==> src/core_consts.svh <==
// Field positions, timing counts, debug offsets and opcode patterns of the execute core
`ifndef CORE_CONSTS_SVH
`define CORE_CONSTS_SVH

// ----------------------------------------------------------------
// Sizes and flag register layout
// ----------------------------------------------------------------
`define PC_W          9
`define STACK_DEPTH   3
`define FLAG_C        0
`define FLAG_Z        1
`define FLAG_N        2
`define FLAG_V        3
`define FLAG_S        4
`define FLAG_H        5
`define FLAG_T        6
`define FLAG_I        7
`define FLAG_RESET    8'h00
`define Z_PTR_LO      5'h1E

// ----------------------------------------------------------------
// Cycle counts per instruction class
// ----------------------------------------------------------------
`define CYC_JUMP      2
`define CYC_CALL      3
`define CYC_RETURN    4
`define CYC_MEM       2
`define CYC_BRANCH    2

// ----------------------------------------------------------------
// Debug port map
// ----------------------------------------------------------------
`define DBG_CTRL      6'h20
`define DBG_FLAGS     6'h21
`define DBG_PC_LO     6'h22
`define DBG_PC_HI     6'h23
`define CTRL_RUN      0
`define CTRL_RESET    8'h00

// ----------------------------------------------------------------
// Opcode patterns (casez, ? is a field bit)
// ----------------------------------------------------------------
`define OPC_ADD       16'b0000_11??_????_????
`define OPC_ADD_C     16'b0001_11??_????_????
`define OPC_SUB       16'b0001_10??_????_????
`define OPC_SUB_B     16'b0000_10??_????_????
`define OPC_SUB_I     16'b0101_????_????_????
`define OPC_SUB_IB    16'b0100_????_????_????
`define OPC_AND       16'b0010_00??_????_????
`define OPC_AND_I     16'b0111_????_????_????
`define OPC_XOR       16'b0010_01??_????_????
`define OPC_OR        16'b0010_10??_????_????
`define OPC_OR_I      16'b0110_????_????_????
`define OPC_MOVE      16'b0010_11??_????_????
`define OPC_CMP       16'b0001_01??_????_????
`define OPC_CMP_B     16'b0000_01??_????_????
`define OPC_CMP_I     16'b0011_????_????_????
`define OPC_CMP_SKIP  16'b0001_00??_????_????
`define OPC_SKRB_CLR  16'b1111_110?_????_0???
`define OPC_SKRB_SET  16'b1111_111?_????_0???
`define OPC_SKIO_CLR  16'b1001_1001_????_????
`define OPC_SKIO_SET  16'b1001_1011_????_????
`define OPC_BRF_SET   16'b1111_00??_????_????
`define OPC_BRF_CLR   16'b1111_01??_????_????
`define OPC_JUMP      16'b1100_????_????_????
`define OPC_CALL      16'b1101_????_????_????
`define OPC_POP_PC    16'b1001_0101_0000_1000
`define OPC_INT_EXIT  16'b1001_0101_0001_1000
`define OPC_LOAD_Z    16'b1000_000?_????_0000
`define OPC_STORE_Z   16'b1000_001?_????_0000
`define OPC_LOAD_K    16'b1110_????_????_????
`define OPC_IO_RD     16'b1011_0???_????_????
`define OPC_IO_WR     16'b1011_1???_????_????

`endif

==> src/core_pkg.sv <==
// Types shared by the execute core and its surroundings
package core_pkg;

  typedef enum logic [4:0] {
    OP_NOP, OP_ADD, OP_ADD_CARRY, OP_SUB, OP_SUB_BORROW, OP_SUB_IMM, OP_SUB_IMM_BORROW,
    OP_AND, OP_AND_IMM, OP_OR, OP_OR_IMM, OP_XOR, OP_CMP, OP_CMP_BORROW, OP_CMP_IMM,
    OP_CMP_SKIP, OP_SKIP_RBIT_CLR, OP_SKIP_RBIT_SET, OP_SKIP_IOBIT_CLR, OP_SKIP_IOBIT_SET,
    OP_BR_FLAG_SET, OP_BR_FLAG_CLR, OP_REL_JUMP, OP_REL_CALL, OP_POP_PC, OP_INT_EXIT,
    OP_LOAD_Z, OP_STORE_Z, OP_MOVE, OP_LOAD_CONST, OP_IO_READ, OP_IO_WRITE
  } op_t;

  typedef struct packed {
    logic [5:0] addr;
    logic [7:0] wdata;
    logic       wr;
    logic       rd;
  } io_req_t;

  typedef struct packed {
    logic [5:0] addr;
    logic [7:0] wdata;
    logic       wr;
    logic       rd;
  } dbg_req_t;

endpackage

==> src/tiny_core_instruction_execute.sv <==
// Execute core: decode, ALU, flags, branch, skip, return stack and debug port
// Behaviour
// - add writes Rd plus source, plus carry for carry form; six flags; one cycle
// - register subtract writes Rd minus source, minus carry for borrow form; six flags
// - immediate subtract writes Rd minus constant, minus carry for borrow form; six flags
// - AND with register or constant updates Z, N, V, S only; C and H kept
// - OR with register or constant updates Z, N, V, S only; one cycle
// - mask-set instruction is the immediate OR with identical flags
// - mask-clear instruction is AND with inverted mask; Z, N, V, S only
// - zero-sign probe ANDs a register with itself, value unchanged, flags Z N V S
// - compares compute the difference, write nothing, update six flags, one cycle
// - compare-skip skips next word when equal; one cycle or two; no flags
// - register-bit skips test one bit, skip on clear or set; one or two cycles
// - I/O-bit skips test one I/O bit, skip on clear or set; one or two
// - flag branch loads PC plus offset plus one when bit matches; two cycles, else one
// - signed branches use N xor V: not-less when 0, less when 1
// - unsigned branches use carry: not-lower when 0, lower when 1
// - overflow branches follow V with the usual target and timing
// - half-carry branches follow H with the usual target and timing
// - transfer-bit branches follow T with the usual target and timing
// - interrupt-state branches follow I and alter no flag
// - both returns reload PC from the stack in four cycles; arithmetic flags kept
`timescale 1ns/100ps
`include "core_consts.svh"
module tiny_core_instruction_execute (
  input  wire logic                clk,
  input  wire logic                reset_n,
  output logic [`PC_W-1:0]         pm_addr,
  input  wire logic [15:0]         pm_data,
  output core_pkg::io_req_t        io_req,
  input  wire logic [7:0]          io_rdata,
  input  wire core_pkg::dbg_req_t  dbg_req,
  output logic [7:0]               dbg_rdata,
  output logic                     issue,
  output logic [7:0]               flags
);
  import core_pkg::*;

  // ----------------------------------------------------------------
  // State
  // ----------------------------------------------------------------
  logic [7:0]       rf_q [32];
  logic [`PC_W-1:0] stk_q [`STACK_DEPTH];
  logic [7:0]       flag_q, flag_d;
  logic [`PC_W-1:0] pc_q, pc_d;
  logic [1:0]       wait_q, wait_d;
  logic             skip_q, skip_d;
  logic [7:0]       ctrl_q;
  logic [7:0]       dbg_rdata_q;
  logic             push, pop;
  op_t              op;

  // ----------------------------------------------------------------
  // Field extraction
  // ----------------------------------------------------------------
  wire [15:0]       ins      = pm_data;
  wire [4:0]        d_full   = ins[8:4];
  wire [4:0]        d_hi     = {1'b1, ins[7:4]};
  wire [4:0]        r_sel    = {ins[9], ins[3:0]};
  wire [7:0]        k_imm    = {ins[11:8], ins[3:0]};
  wire [2:0]        bit_sel  = ins[2:0];
  wire [6:0]        br_off   = ins[9:3];
  wire [5:0]        io_addr  = {ins[10:9], ins[3:0]};
  wire [4:0]        iob_addr = ins[7:3];
  wire              run      = ctrl_q[`CTRL_RUN];
  wire              exec     = run & (wait_q == 2'h0) & ~skip_q;

  // ----------------------------------------------------------------
  // Decode
  // ----------------------------------------------------------------
  // Unknown codes fall to a one-cycle no-op so the core never locks up
  always_comb begin
    op = OP_NOP;
    casez (ins)
      `OPC_ADD:      op = OP_ADD;
      `OPC_ADD_C:    op = OP_ADD_CARRY;
      `OPC_SUB:      op = OP_SUB;
      `OPC_SUB_B:    op = OP_SUB_BORROW;
      `OPC_SUB_I:    op = OP_SUB_IMM;
      `OPC_SUB_IB:   op = OP_SUB_IMM_BORROW;
      `OPC_AND:      op = OP_AND;
      `OPC_AND_I:    op = OP_AND_IMM;
      `OPC_XOR:      op = OP_XOR;
      `OPC_OR:       op = OP_OR;
      `OPC_OR_I:     op = OP_OR_IMM;
      `OPC_MOVE:     op = OP_MOVE;
      `OPC_CMP:      op = OP_CMP;
      `OPC_CMP_B:    op = OP_CMP_BORROW;
      `OPC_CMP_I:    op = OP_CMP_IMM;
      `OPC_CMP_SKIP: op = OP_CMP_SKIP;
      `OPC_SKRB_CLR: op = OP_SKIP_RBIT_CLR;
      `OPC_SKRB_SET: op = OP_SKIP_RBIT_SET;
      `OPC_SKIO_CLR: op = OP_SKIP_IOBIT_CLR;
      `OPC_SKIO_SET: op = OP_SKIP_IOBIT_SET;
      `OPC_BRF_SET:  op = OP_BR_FLAG_SET;
      `OPC_BRF_CLR:  op = OP_BR_FLAG_CLR;
      `OPC_JUMP:     op = OP_REL_JUMP;
      `OPC_CALL:     op = OP_REL_CALL;
      `OPC_POP_PC:   op = OP_POP_PC;
      `OPC_INT_EXIT: op = OP_INT_EXIT;
      `OPC_LOAD_Z:   op = OP_LOAD_Z;
      `OPC_STORE_Z:  op = OP_STORE_Z;
      `OPC_LOAD_K:   op = OP_LOAD_CONST;
      `OPC_IO_RD:    op = OP_IO_READ;
      `OPC_IO_WR:    op = OP_IO_WRITE;
      default:       op = OP_NOP;
    endcase
  end

  wire imm_op = op inside {OP_SUB_IMM, OP_SUB_IMM_BORROW, OP_AND_IMM, OP_OR_IMM,
                           OP_CMP_IMM, OP_LOAD_CONST};
  wire is_add = op inside {OP_ADD, OP_ADD_CARRY};
  wire is_sub = op inside {OP_SUB, OP_SUB_BORROW, OP_SUB_IMM, OP_SUB_IMM_BORROW,
                           OP_CMP, OP_CMP_BORROW, OP_CMP_IMM};
  wire is_cmp = op inside {OP_CMP, OP_CMP_BORROW, OP_CMP_IMM};
  wire is_and = op inside {OP_AND, OP_AND_IMM};
  wire is_or  = op inside {OP_OR, OP_OR_IMM};
  wire is_log = is_and | is_or | (op == OP_XOR);
  wire is_skp = op inside {OP_CMP_SKIP, OP_SKIP_RBIT_CLR, OP_SKIP_RBIT_SET,
                           OP_SKIP_IOBIT_CLR, OP_SKIP_IOBIT_SET};
  wire is_brf = op inside {OP_BR_FLAG_SET, OP_BR_FLAG_CLR};
  wire use_c  = op inside {OP_ADD_CARRY, OP_SUB_BORROW, OP_SUB_IMM_BORROW, OP_CMP_BORROW};
  wire chain_z = use_c & ~is_add;
  wire writes = op inside {OP_ADD, OP_ADD_CARRY, OP_SUB, OP_SUB_BORROW, OP_SUB_IMM,
                           OP_SUB_IMM_BORROW, OP_AND, OP_AND_IMM, OP_OR, OP_OR_IMM,
                           OP_XOR, OP_MOVE, OP_LOAD_CONST, OP_IO_READ, OP_LOAD_Z,
                           OP_STORE_Z};

  // ----------------------------------------------------------------
  // Operands and ALU
  // ----------------------------------------------------------------
  wire [4:0]  dst    = imm_op ? d_hi : d_full;
  wire [7:0]  a      = rf_q[dst];
  wire [7:0]  b_reg  = rf_q[r_sel];
  wire [7:0]  b      = imm_op ? k_imm : b_reg;
  wire [4:0]  z_addr = rf_q[`Z_PTR_LO][4:0];
  wire        cin    = use_c & flag_q[`FLAG_C];
  wire [8:0]  sum    = {1'b0, a} + {1'b0, b} + {8'h00, cin};
  wire [4:0]  sum_lo = {1'b0, a[3:0]} + {1'b0, b[3:0]} + {4'h0, cin};
  wire [8:0]  dif    = {1'b0, a} - {1'b0, b} - {8'h00, cin};
  wire [4:0]  dif_lo = {1'b0, a[3:0]} - {1'b0, b[3:0]} - {4'h0, cin};
  logic [7:0] res;

  always_comb begin
    res = a;
    if (is_add)
      res = sum[7:0];
    else if (is_sub)
      res = dif[7:0];
    else if (is_and)
      res = a & b;
    else if (is_or)
      res = a | b;
    else if (op == OP_XOR)
      res = a ^ b;
    else if (op == OP_MOVE)
      res = b_reg;
    else if (op == OP_LOAD_CONST)
      res = k_imm;
    else if (op == OP_IO_READ)
      res = io_rdata;
    else if (op == OP_LOAD_Z)
      res = rf_q[z_addr];
  end

  // ----------------------------------------------------------------
  // Flags
  // ----------------------------------------------------------------
  // Borrow forms chain Z so multi-byte compares report zero only when all bytes match
  wire zero_r = (res == 8'h00);
  wire z_new  = chain_z ? (zero_r & flag_q[`FLAG_Z]) : zero_r;
  wire v_add  = (a[7] == b[7]) & (res[7] != a[7]);
  wire v_sub  = (a[7] != b[7]) & (res[7] != a[7]);

  always_comb begin
    flag_d = flag_q;
    if (is_add) begin
      flag_d[`FLAG_C] = sum[8];
      flag_d[`FLAG_H] = sum_lo[4];
      flag_d[`FLAG_V] = v_add;
    end
    if (is_sub) begin
      flag_d[`FLAG_C] = dif[8];
      flag_d[`FLAG_H] = dif_lo[4];
      flag_d[`FLAG_V] = v_sub;
    end
    if (is_log)
      flag_d[`FLAG_V] = 1'b0;
    if (is_add | is_sub | is_log) begin
      flag_d[`FLAG_N] = res[7];
      flag_d[`FLAG_Z] = z_new;
      flag_d[`FLAG_S] = res[7] ^ flag_d[`FLAG_V];
    end
    if (op == OP_INT_EXIT)
      flag_d[`FLAG_I] = 1'b1;
  end

  // ----------------------------------------------------------------
  // Skip and branch conditions
  // ----------------------------------------------------------------
  // Alias branches are the flag branch with a fixed bit: C, V, H, T, I or S
  wire  flag_bit = flag_q[bit_sel];
  wire  iob      = io_rdata[bit_sel];
  logic take;

  always_comb begin
    take = 1'b0;
    if (op == OP_CMP_SKIP)
      take = (a == b_reg);
    else if (op == OP_SKIP_RBIT_CLR)
      take = ~a[bit_sel];
    else if (op == OP_SKIP_RBIT_SET)
      take = a[bit_sel];
    else if (op == OP_SKIP_IOBIT_CLR)
      take = ~iob;
    else if (op == OP_SKIP_IOBIT_SET)
      take = iob;
    else if (op == OP_BR_FLAG_SET)
      take = flag_bit;
    else if (op == OP_BR_FLAG_CLR)
      take = ~flag_bit;
  end

  // ----------------------------------------------------------------
  // Program counter sequencing
  // ----------------------------------------------------------------
  wire [`PC_W-1:0] pc_inc  = pc_q + `PC_W'(1);
  wire [`PC_W-1:0] br_tgt  = pc_inc + {{(`PC_W-7){br_off[6]}}, br_off};
  wire [`PC_W-1:0] jmp_tgt = pc_inc + ins[`PC_W-1:0];

  // Extra cycles are counted down with fetch frozen; a skip discards the next word
  always_comb begin
    pc_d   = pc_q;
    wait_d = wait_q;
    skip_d = skip_q;
    push   = 1'b0;
    pop    = 1'b0;
    if (run) begin
      if (wait_q != 2'h0) begin
        wait_d = wait_q - 2'h1;
      end else if (skip_q) begin
        pc_d   = pc_inc;
        skip_d = 1'b0;
      end else begin
        pc_d = pc_inc;
        if (op == OP_REL_JUMP) begin
          pc_d   = jmp_tgt;
          wait_d = 2'(`CYC_JUMP - 1);
        end else if (op == OP_REL_CALL) begin
          push   = 1'b1;
          pc_d   = jmp_tgt;
          wait_d = 2'(`CYC_CALL - 1);
        end else if (op inside {OP_POP_PC, OP_INT_EXIT}) begin
          pop    = 1'b1;
          pc_d   = stk_q[0];
          wait_d = 2'(`CYC_RETURN - 1);
        end else if (op inside {OP_LOAD_Z, OP_STORE_Z}) begin
          wait_d = 2'(`CYC_MEM - 1);
        end else if (is_brf & take) begin
          pc_d   = br_tgt;
          wait_d = 2'(`CYC_BRANCH - 1);
        end else if (is_skp & take) begin
          skip_d = 1'b1;
        end
      end
    end
  end

  always_ff @(posedge clk or negedge reset_n) begin
    if (!reset_n) begin
      pc_q   <= '0;
      wait_q <= 2'h0;
      skip_q <= 1'b0;
      flag_q <= `FLAG_RESET;
    end else begin
      pc_q   <= pc_d;
      wait_q <= wait_d;
      skip_q <= skip_d;
      if (exec)
        flag_q <= flag_d;
    end
  end

  // ----------------------------------------------------------------
  // Return stack
  // ----------------------------------------------------------------
  // Shift stack: an overflowing push silently drops the oldest entry
  for (genvar i = 0; i < `STACK_DEPTH; i++) begin : g_stk
    wire [`PC_W-1:0] above = (i == 0) ? pc_inc : stk_q[(i + `STACK_DEPTH - 1) % `STACK_DEPTH];
    wire [`PC_W-1:0] below = (i == `STACK_DEPTH - 1) ? stk_q[i] : stk_q[(i + 1) % `STACK_DEPTH];
    always_ff @(posedge clk or negedge reset_n) begin
      if (!reset_n)
        stk_q[i] <= '0;
      else if (push)
        stk_q[i] <= above;
      else if (pop)
        stk_q[i] <= below;
    end
  end

  // ----------------------------------------------------------------
  // Register file and debug port
  // ----------------------------------------------------------------
  wire       rf_we   = exec & writes;
  wire [4:0] rf_wa   = (op == OP_STORE_Z) ? z_addr : dst;
  wire [7:0] rf_wd   = (op == OP_STORE_Z) ? a : res;
  // Debug writes to the register file are honoured only while halted
  wire       dbg_rfw = dbg_req.wr & ~run & ~dbg_req.addr[5];
  wire       dbg_ctw = dbg_req.wr & (dbg_req.addr == `DBG_CTRL);
  wire [7:0] dbg_mux = ~dbg_req.addr[5]          ? rf_q[dbg_req.addr[4:0]] :
                       (dbg_req.addr == `DBG_CTRL)  ? ctrl_q :
                       (dbg_req.addr == `DBG_FLAGS) ? flag_q :
                       (dbg_req.addr == `DBG_PC_LO) ? pc_q[7:0] :
                       (dbg_req.addr == `DBG_PC_HI) ? 8'(pc_q[`PC_W-1:8]) : 8'h00;

  always_ff @(posedge clk or negedge reset_n) begin
    if (!reset_n) begin
      for (int i = 0; i < 32; i++)
        rf_q[i] <= 8'h00;
    end else if (rf_we) begin
      rf_q[rf_wa] <= rf_wd;
    end else if (dbg_rfw) begin
      rf_q[dbg_req.addr[4:0]] <= dbg_req.wdata;
    end
  end

  always_ff @(posedge clk or negedge reset_n) begin
    if (!reset_n) begin
      ctrl_q      <= `CTRL_RESET;
      dbg_rdata_q <= 8'h00;
    end else begin
      if (dbg_ctw)
        ctrl_q <= dbg_req.wdata;
      dbg_rdata_q <= dbg_req.rd ? dbg_mux : 8'h00;
    end
  end

  // ----------------------------------------------------------------
  // Outputs
  // ----------------------------------------------------------------
  wire io_bit_op = op inside {OP_SKIP_IOBIT_CLR, OP_SKIP_IOBIT_SET};
  assign io_req.addr  = io_bit_op ? {1'b0, iob_addr} : io_addr;
  assign io_req.wdata = a;
  assign io_req.wr    = exec & (op == OP_IO_WRITE);
  assign io_req.rd    = exec & ((op == OP_IO_READ) | io_bit_op);
  assign pm_addr      = pc_q;
  assign issue        = exec;
  assign flags        = flag_q;
  assign dbg_rdata    = dbg_rdata_q;
endmodule

==> config.mk <==
export PLATFORM = sky130hd
export DESIGN_NAME = tiny_core_instruction_execute
export DESIGN_NICKNAME = d
export VERILOG_FILES = /design/src/core_pkg.sv /design/src/tiny_core_instruction_execute.sv
export VERILOG_INCLUDE_DIRS = /design/src
export SDC_FILE = /design/constraint.sdc
export NUM_CORES = 1
export LEC_CHECK = 0
export BUFFER_PORTS_ARGS = -buffer_cell sky130_fd_sc_hd__clkbuf_2
export CAP_MARGIN = 20
export CORE_MARGIN = 3
export CORE_UTILIZATION = 55
export CTS_BUF_LIST = sky130_fd_sc_hd__clkbuf_4
export DETAILED_ROUTE_END_ITERATION = 12
export GPL_ROUTABILITY_DRIVEN = 0
export GPL_TIMING_DRIVEN = 0
export HOLD_SLACK_MARGIN = 0.02
export PLACE_DENSITY = 0.72
export REMOVE_ABC_BUFFERS = 1
export SLEW_MARGIN = 10
export SYNTH_ARGS = -nofsm -noshare
export SYNTH_HDL_FRONTEND = slang
export SYNTH_SLANG_ARGS = --single-unit
==> constraint.sdc <==
create_clock -name clk -period 10 [get_ports clk]
set_clock_uncertainty 0.2 [all_clocks]
set_input_delay 0.5 -clock clk [delete_from_list [all_inputs] [get_ports clk]]
set_output_delay 0.5 -clock clk [all_outputs]
set_load 0.01 [all_outputs]
==> impl_metrics.yaml <==
run_status:
  status: "finished, final reports clean"
route:
  antenna_left: 0
  route.detailed.drc: 0
  drt_iter0_drc: 4774
  vias_per_cell: 7.85
  firstDrtPassIters: 9
  wl_um: 100000
  via_count: 24477
  wl_per_cell_um: 32.1
place:
  placed_cell_area_sq_mm: 0.0269
  dpl.hpwl_um: 68300
  dp_cells: 2948
  io_buffers: 82
  dpl_worst_slack_ns: 1.86
grt:
  grt_pass1_vias: 23144
  grt_pass1_wl_um: 149000
  overflow: 0
  grt_max_degree: 99
  grt_usage: 0.399
  antenna_found_initial: 3
cts:
  clk_pin_slew_worst_paths_ns: 0.08
  cts.htree.levels: 3
  cts_setup_buffers: 0
  clock_latency_ns: 0.89
  clockBufferDepth: 3
  numCtsBuffers: 90
  cts_sinks: 318
  clockRootBuffer: "clkbuf_4"
  cts_tree: "built"
synthesis:
  synth_top_area_share: 0.306
  async_reset_ff_frac: 1.00
  ys_seq_elements: 318
  yosysUniqueCellTypes: 90
  seq_area_frac_synth: 0.306
  synth_area_leader_cell: "dfrtp_1"
  synthesis.area_sq_mm: 0.0260
  synthFlopType: "dfrtp_1"
  synth_area_leaders: "dfrtp_1 (31%), mux4_2 (26%), a22oi_1 (7.1%)"
  avgSynthCellArea_sq_um: 10.6
  yosys_warnings: 0
  synth.most_common_cell: "dfrtp_1"
  yosys-top-cells-count: "dfrtp_1 (318), mux4_2 (297), o21ai_0 (253)"
  synthCells: 2451
  synth_edf_count: 0
cells_and_area:
  fillerInstances: 3784
  instances_no_fill: 3118
  drive_gt1_frac: 0.261
  seq_area_sq_mm: 0.00797
  multiInputGateArea_sq_mm: 0.0170
  stdcell_area_sq_mm: 0.0282
  nets: 2532
  final_core_util: 0.604
  area_growth_pct: 8.41
setup_path:
  required_ns: 10.56
  crit_type: "in2reg"
  cp_max_fo: 30
  worstSetupEndpointType: "flip-flop"
  cp-start-kind: "primary input"
  reg2reg_setup_slack_ns: 3.74
  arrival_ns: 7.89
timing:
  finalCriticalPeriod_ns: 7.33
  setup_ws_ns: 2.67
  clock.fmax_mhz: 136
  finalSetupTns_ns: 0
  setup_viol: 0
  whs_ns: 0.118
  final-hold-violation-count: 0
  post-route-period-util: 0.733
  max_slew_margin: 0.191
  max_slew.worst_pin.slew_ns: 1.21
  rsz0062_at_grt: "false"
  drv_slew: 0
die:
  core_region_area_sq_mm: 0.0467
  die-area_sq_mm: 0.0499
  start_util: 0.557
  ios: 84
  die_h_um: 223
  die_x_um: 223
  rows: 79
job:
  maxCapViolCount: 0
pwr:
  finalPower_mw: 5.66
  peakVddDrop_uv: 105
  p_leak_nw: 11.2
  p_per_area_mw_per_mm2: 201
hold_path:
  hold_path.class: "in2async"
[path summary, 6_finish.rpt]
| kind | end | start | cells past startpoint |
|---|---|---|---|
| setup / recovery | rf_q[212] | pm_data[2] | 18 |
| hold / removal | rf_q[107] | reset_n | 2 |
| setup reg to reg | rf_q[111] | rf_q[12] | 17 |
| hold reg to reg | g_stk[1].below[3] | g_stk[1].below[3] | 1 |
| max in group asynchronous | rf_q[9] | reset_n | 4 |
| min in group clk | flags[7] | pm_data[4] | 2 |
[flip-flops by register name, indices dropped and copies added (netlist names)]
register	cells
wait_q	2
flags	7
dbg_rdata	8
g_stk.above	9
ctrl_q	8
pm_addr	9
skip_q	1
g_stk.below	18
rf_q	256
[kinds of logic (layout without fill, tap and decap cells)]
kind of cell | after synthesis | count (layout) | synth area share
muxes | 407 | 407 | 0.302
other | 1 | 4 | 0.000144
and+or+nand+nor | 531 | 531 | 0.0989
adders and majority gates | 49 | 49 | 0.0253
buffers and inverters | 275 | 332 | 0.0425
AOI/OAI and AO/OA | 823 | 823 | 0.209
DFF | 318 | 318 | 0.306
xor gates and xnor gates | 47 | 47 | 0.0158
[power by group]
| part | internal (mW) | switching (mW) |
|---|---|---|
| clock network | 0.647 | 0.621 |
| logic | 1.10 | 1.41 |
| registers | 1.51 | 0.373 |
[area by class of cell]
| class | instances | area share |
|---|---|---|
| clock inverter | 29 | 0.00635 |
| timing repair buffer | 112 | 0.0379 |
| antenna | 3 | 0.000267 |
| tap | 607 | 0.0270 |
| inverter | 61 | 0.00813 |
| multi-input combinational | 1858 | 0.603 |
| sequential | 318 | 0.283 |
| clock buffer | 130 | 0.0346 |
[critical path, stage by stage]
cell and delay (ns):
clkbuf_2 0.65, or4_1 0.75, or4_1 0.65, o211a_1 0.24, a21o_1 0.25, o211ai_4 0.73
a21o_1 0.40, inv_1 0.18, fa_1 0.52, fa_1 0.48, nand2b_1 0.10, a21oi_1 0.12
xnor2_1 0.24, a211oi_1 0.11, a221oi_1 0.80, inv_1 0.59, buf_16 0.32, o21ai_0 0.19
[per-layer routing]
metal | wire [um] | part of all wire | up-vias | GRT usage
met5 | 41 | 0.00041 | - | 0.00587
met4 | 7290 | 0.073 | 2 | 0.233
met3 | 16400 | 0.16 | 469 | 0.168
met2 | 42700 | 0.43 | 2299 | 0.579
met1 | 33600 | 0.34 | 11952 | 0.503
li1 | - | - | 9755 | -
[timing repair]
item | 4_1_cts | 5_1_grt
hold buffers | 3 | 0
hold endpoints to repair | 110 | 0
gates resized for setup | 0 | 0
setup endpoints to repair | 0 | 0
[layout by cell type, fill, tap and decap left out, types with 12 or more instances in the layout]
master / instances
nor3_1: 28
mux4_2: 297
o21bai_1: 13
nor2_1: 155
o22ai_1: 12
inv_1: 60
nor2b_1: 28
clkbuf_4: 132
a221o_1: 13
a21oi_1: 118
and2_1: 14
o211ai_1: 12
nand3_1: 26
o221ai_1: 14
or3_1: 12
dfrtp_1: 314
clkinv_1: 20
xor2_1: 14
mux2_2: 47
o21ai_0: 252
clkbuf_2: 74
buf_16: 16
nand2b_1: 18
xnor2_1: 33
a22oi_1: 245
nor2_2: 25
a21o_1: 14
nand2_1: 157
ha_1: 43
a211oi_1: 15
mux2i_1: 63
No activity file was read; power rests on OpenSTA's default activity.
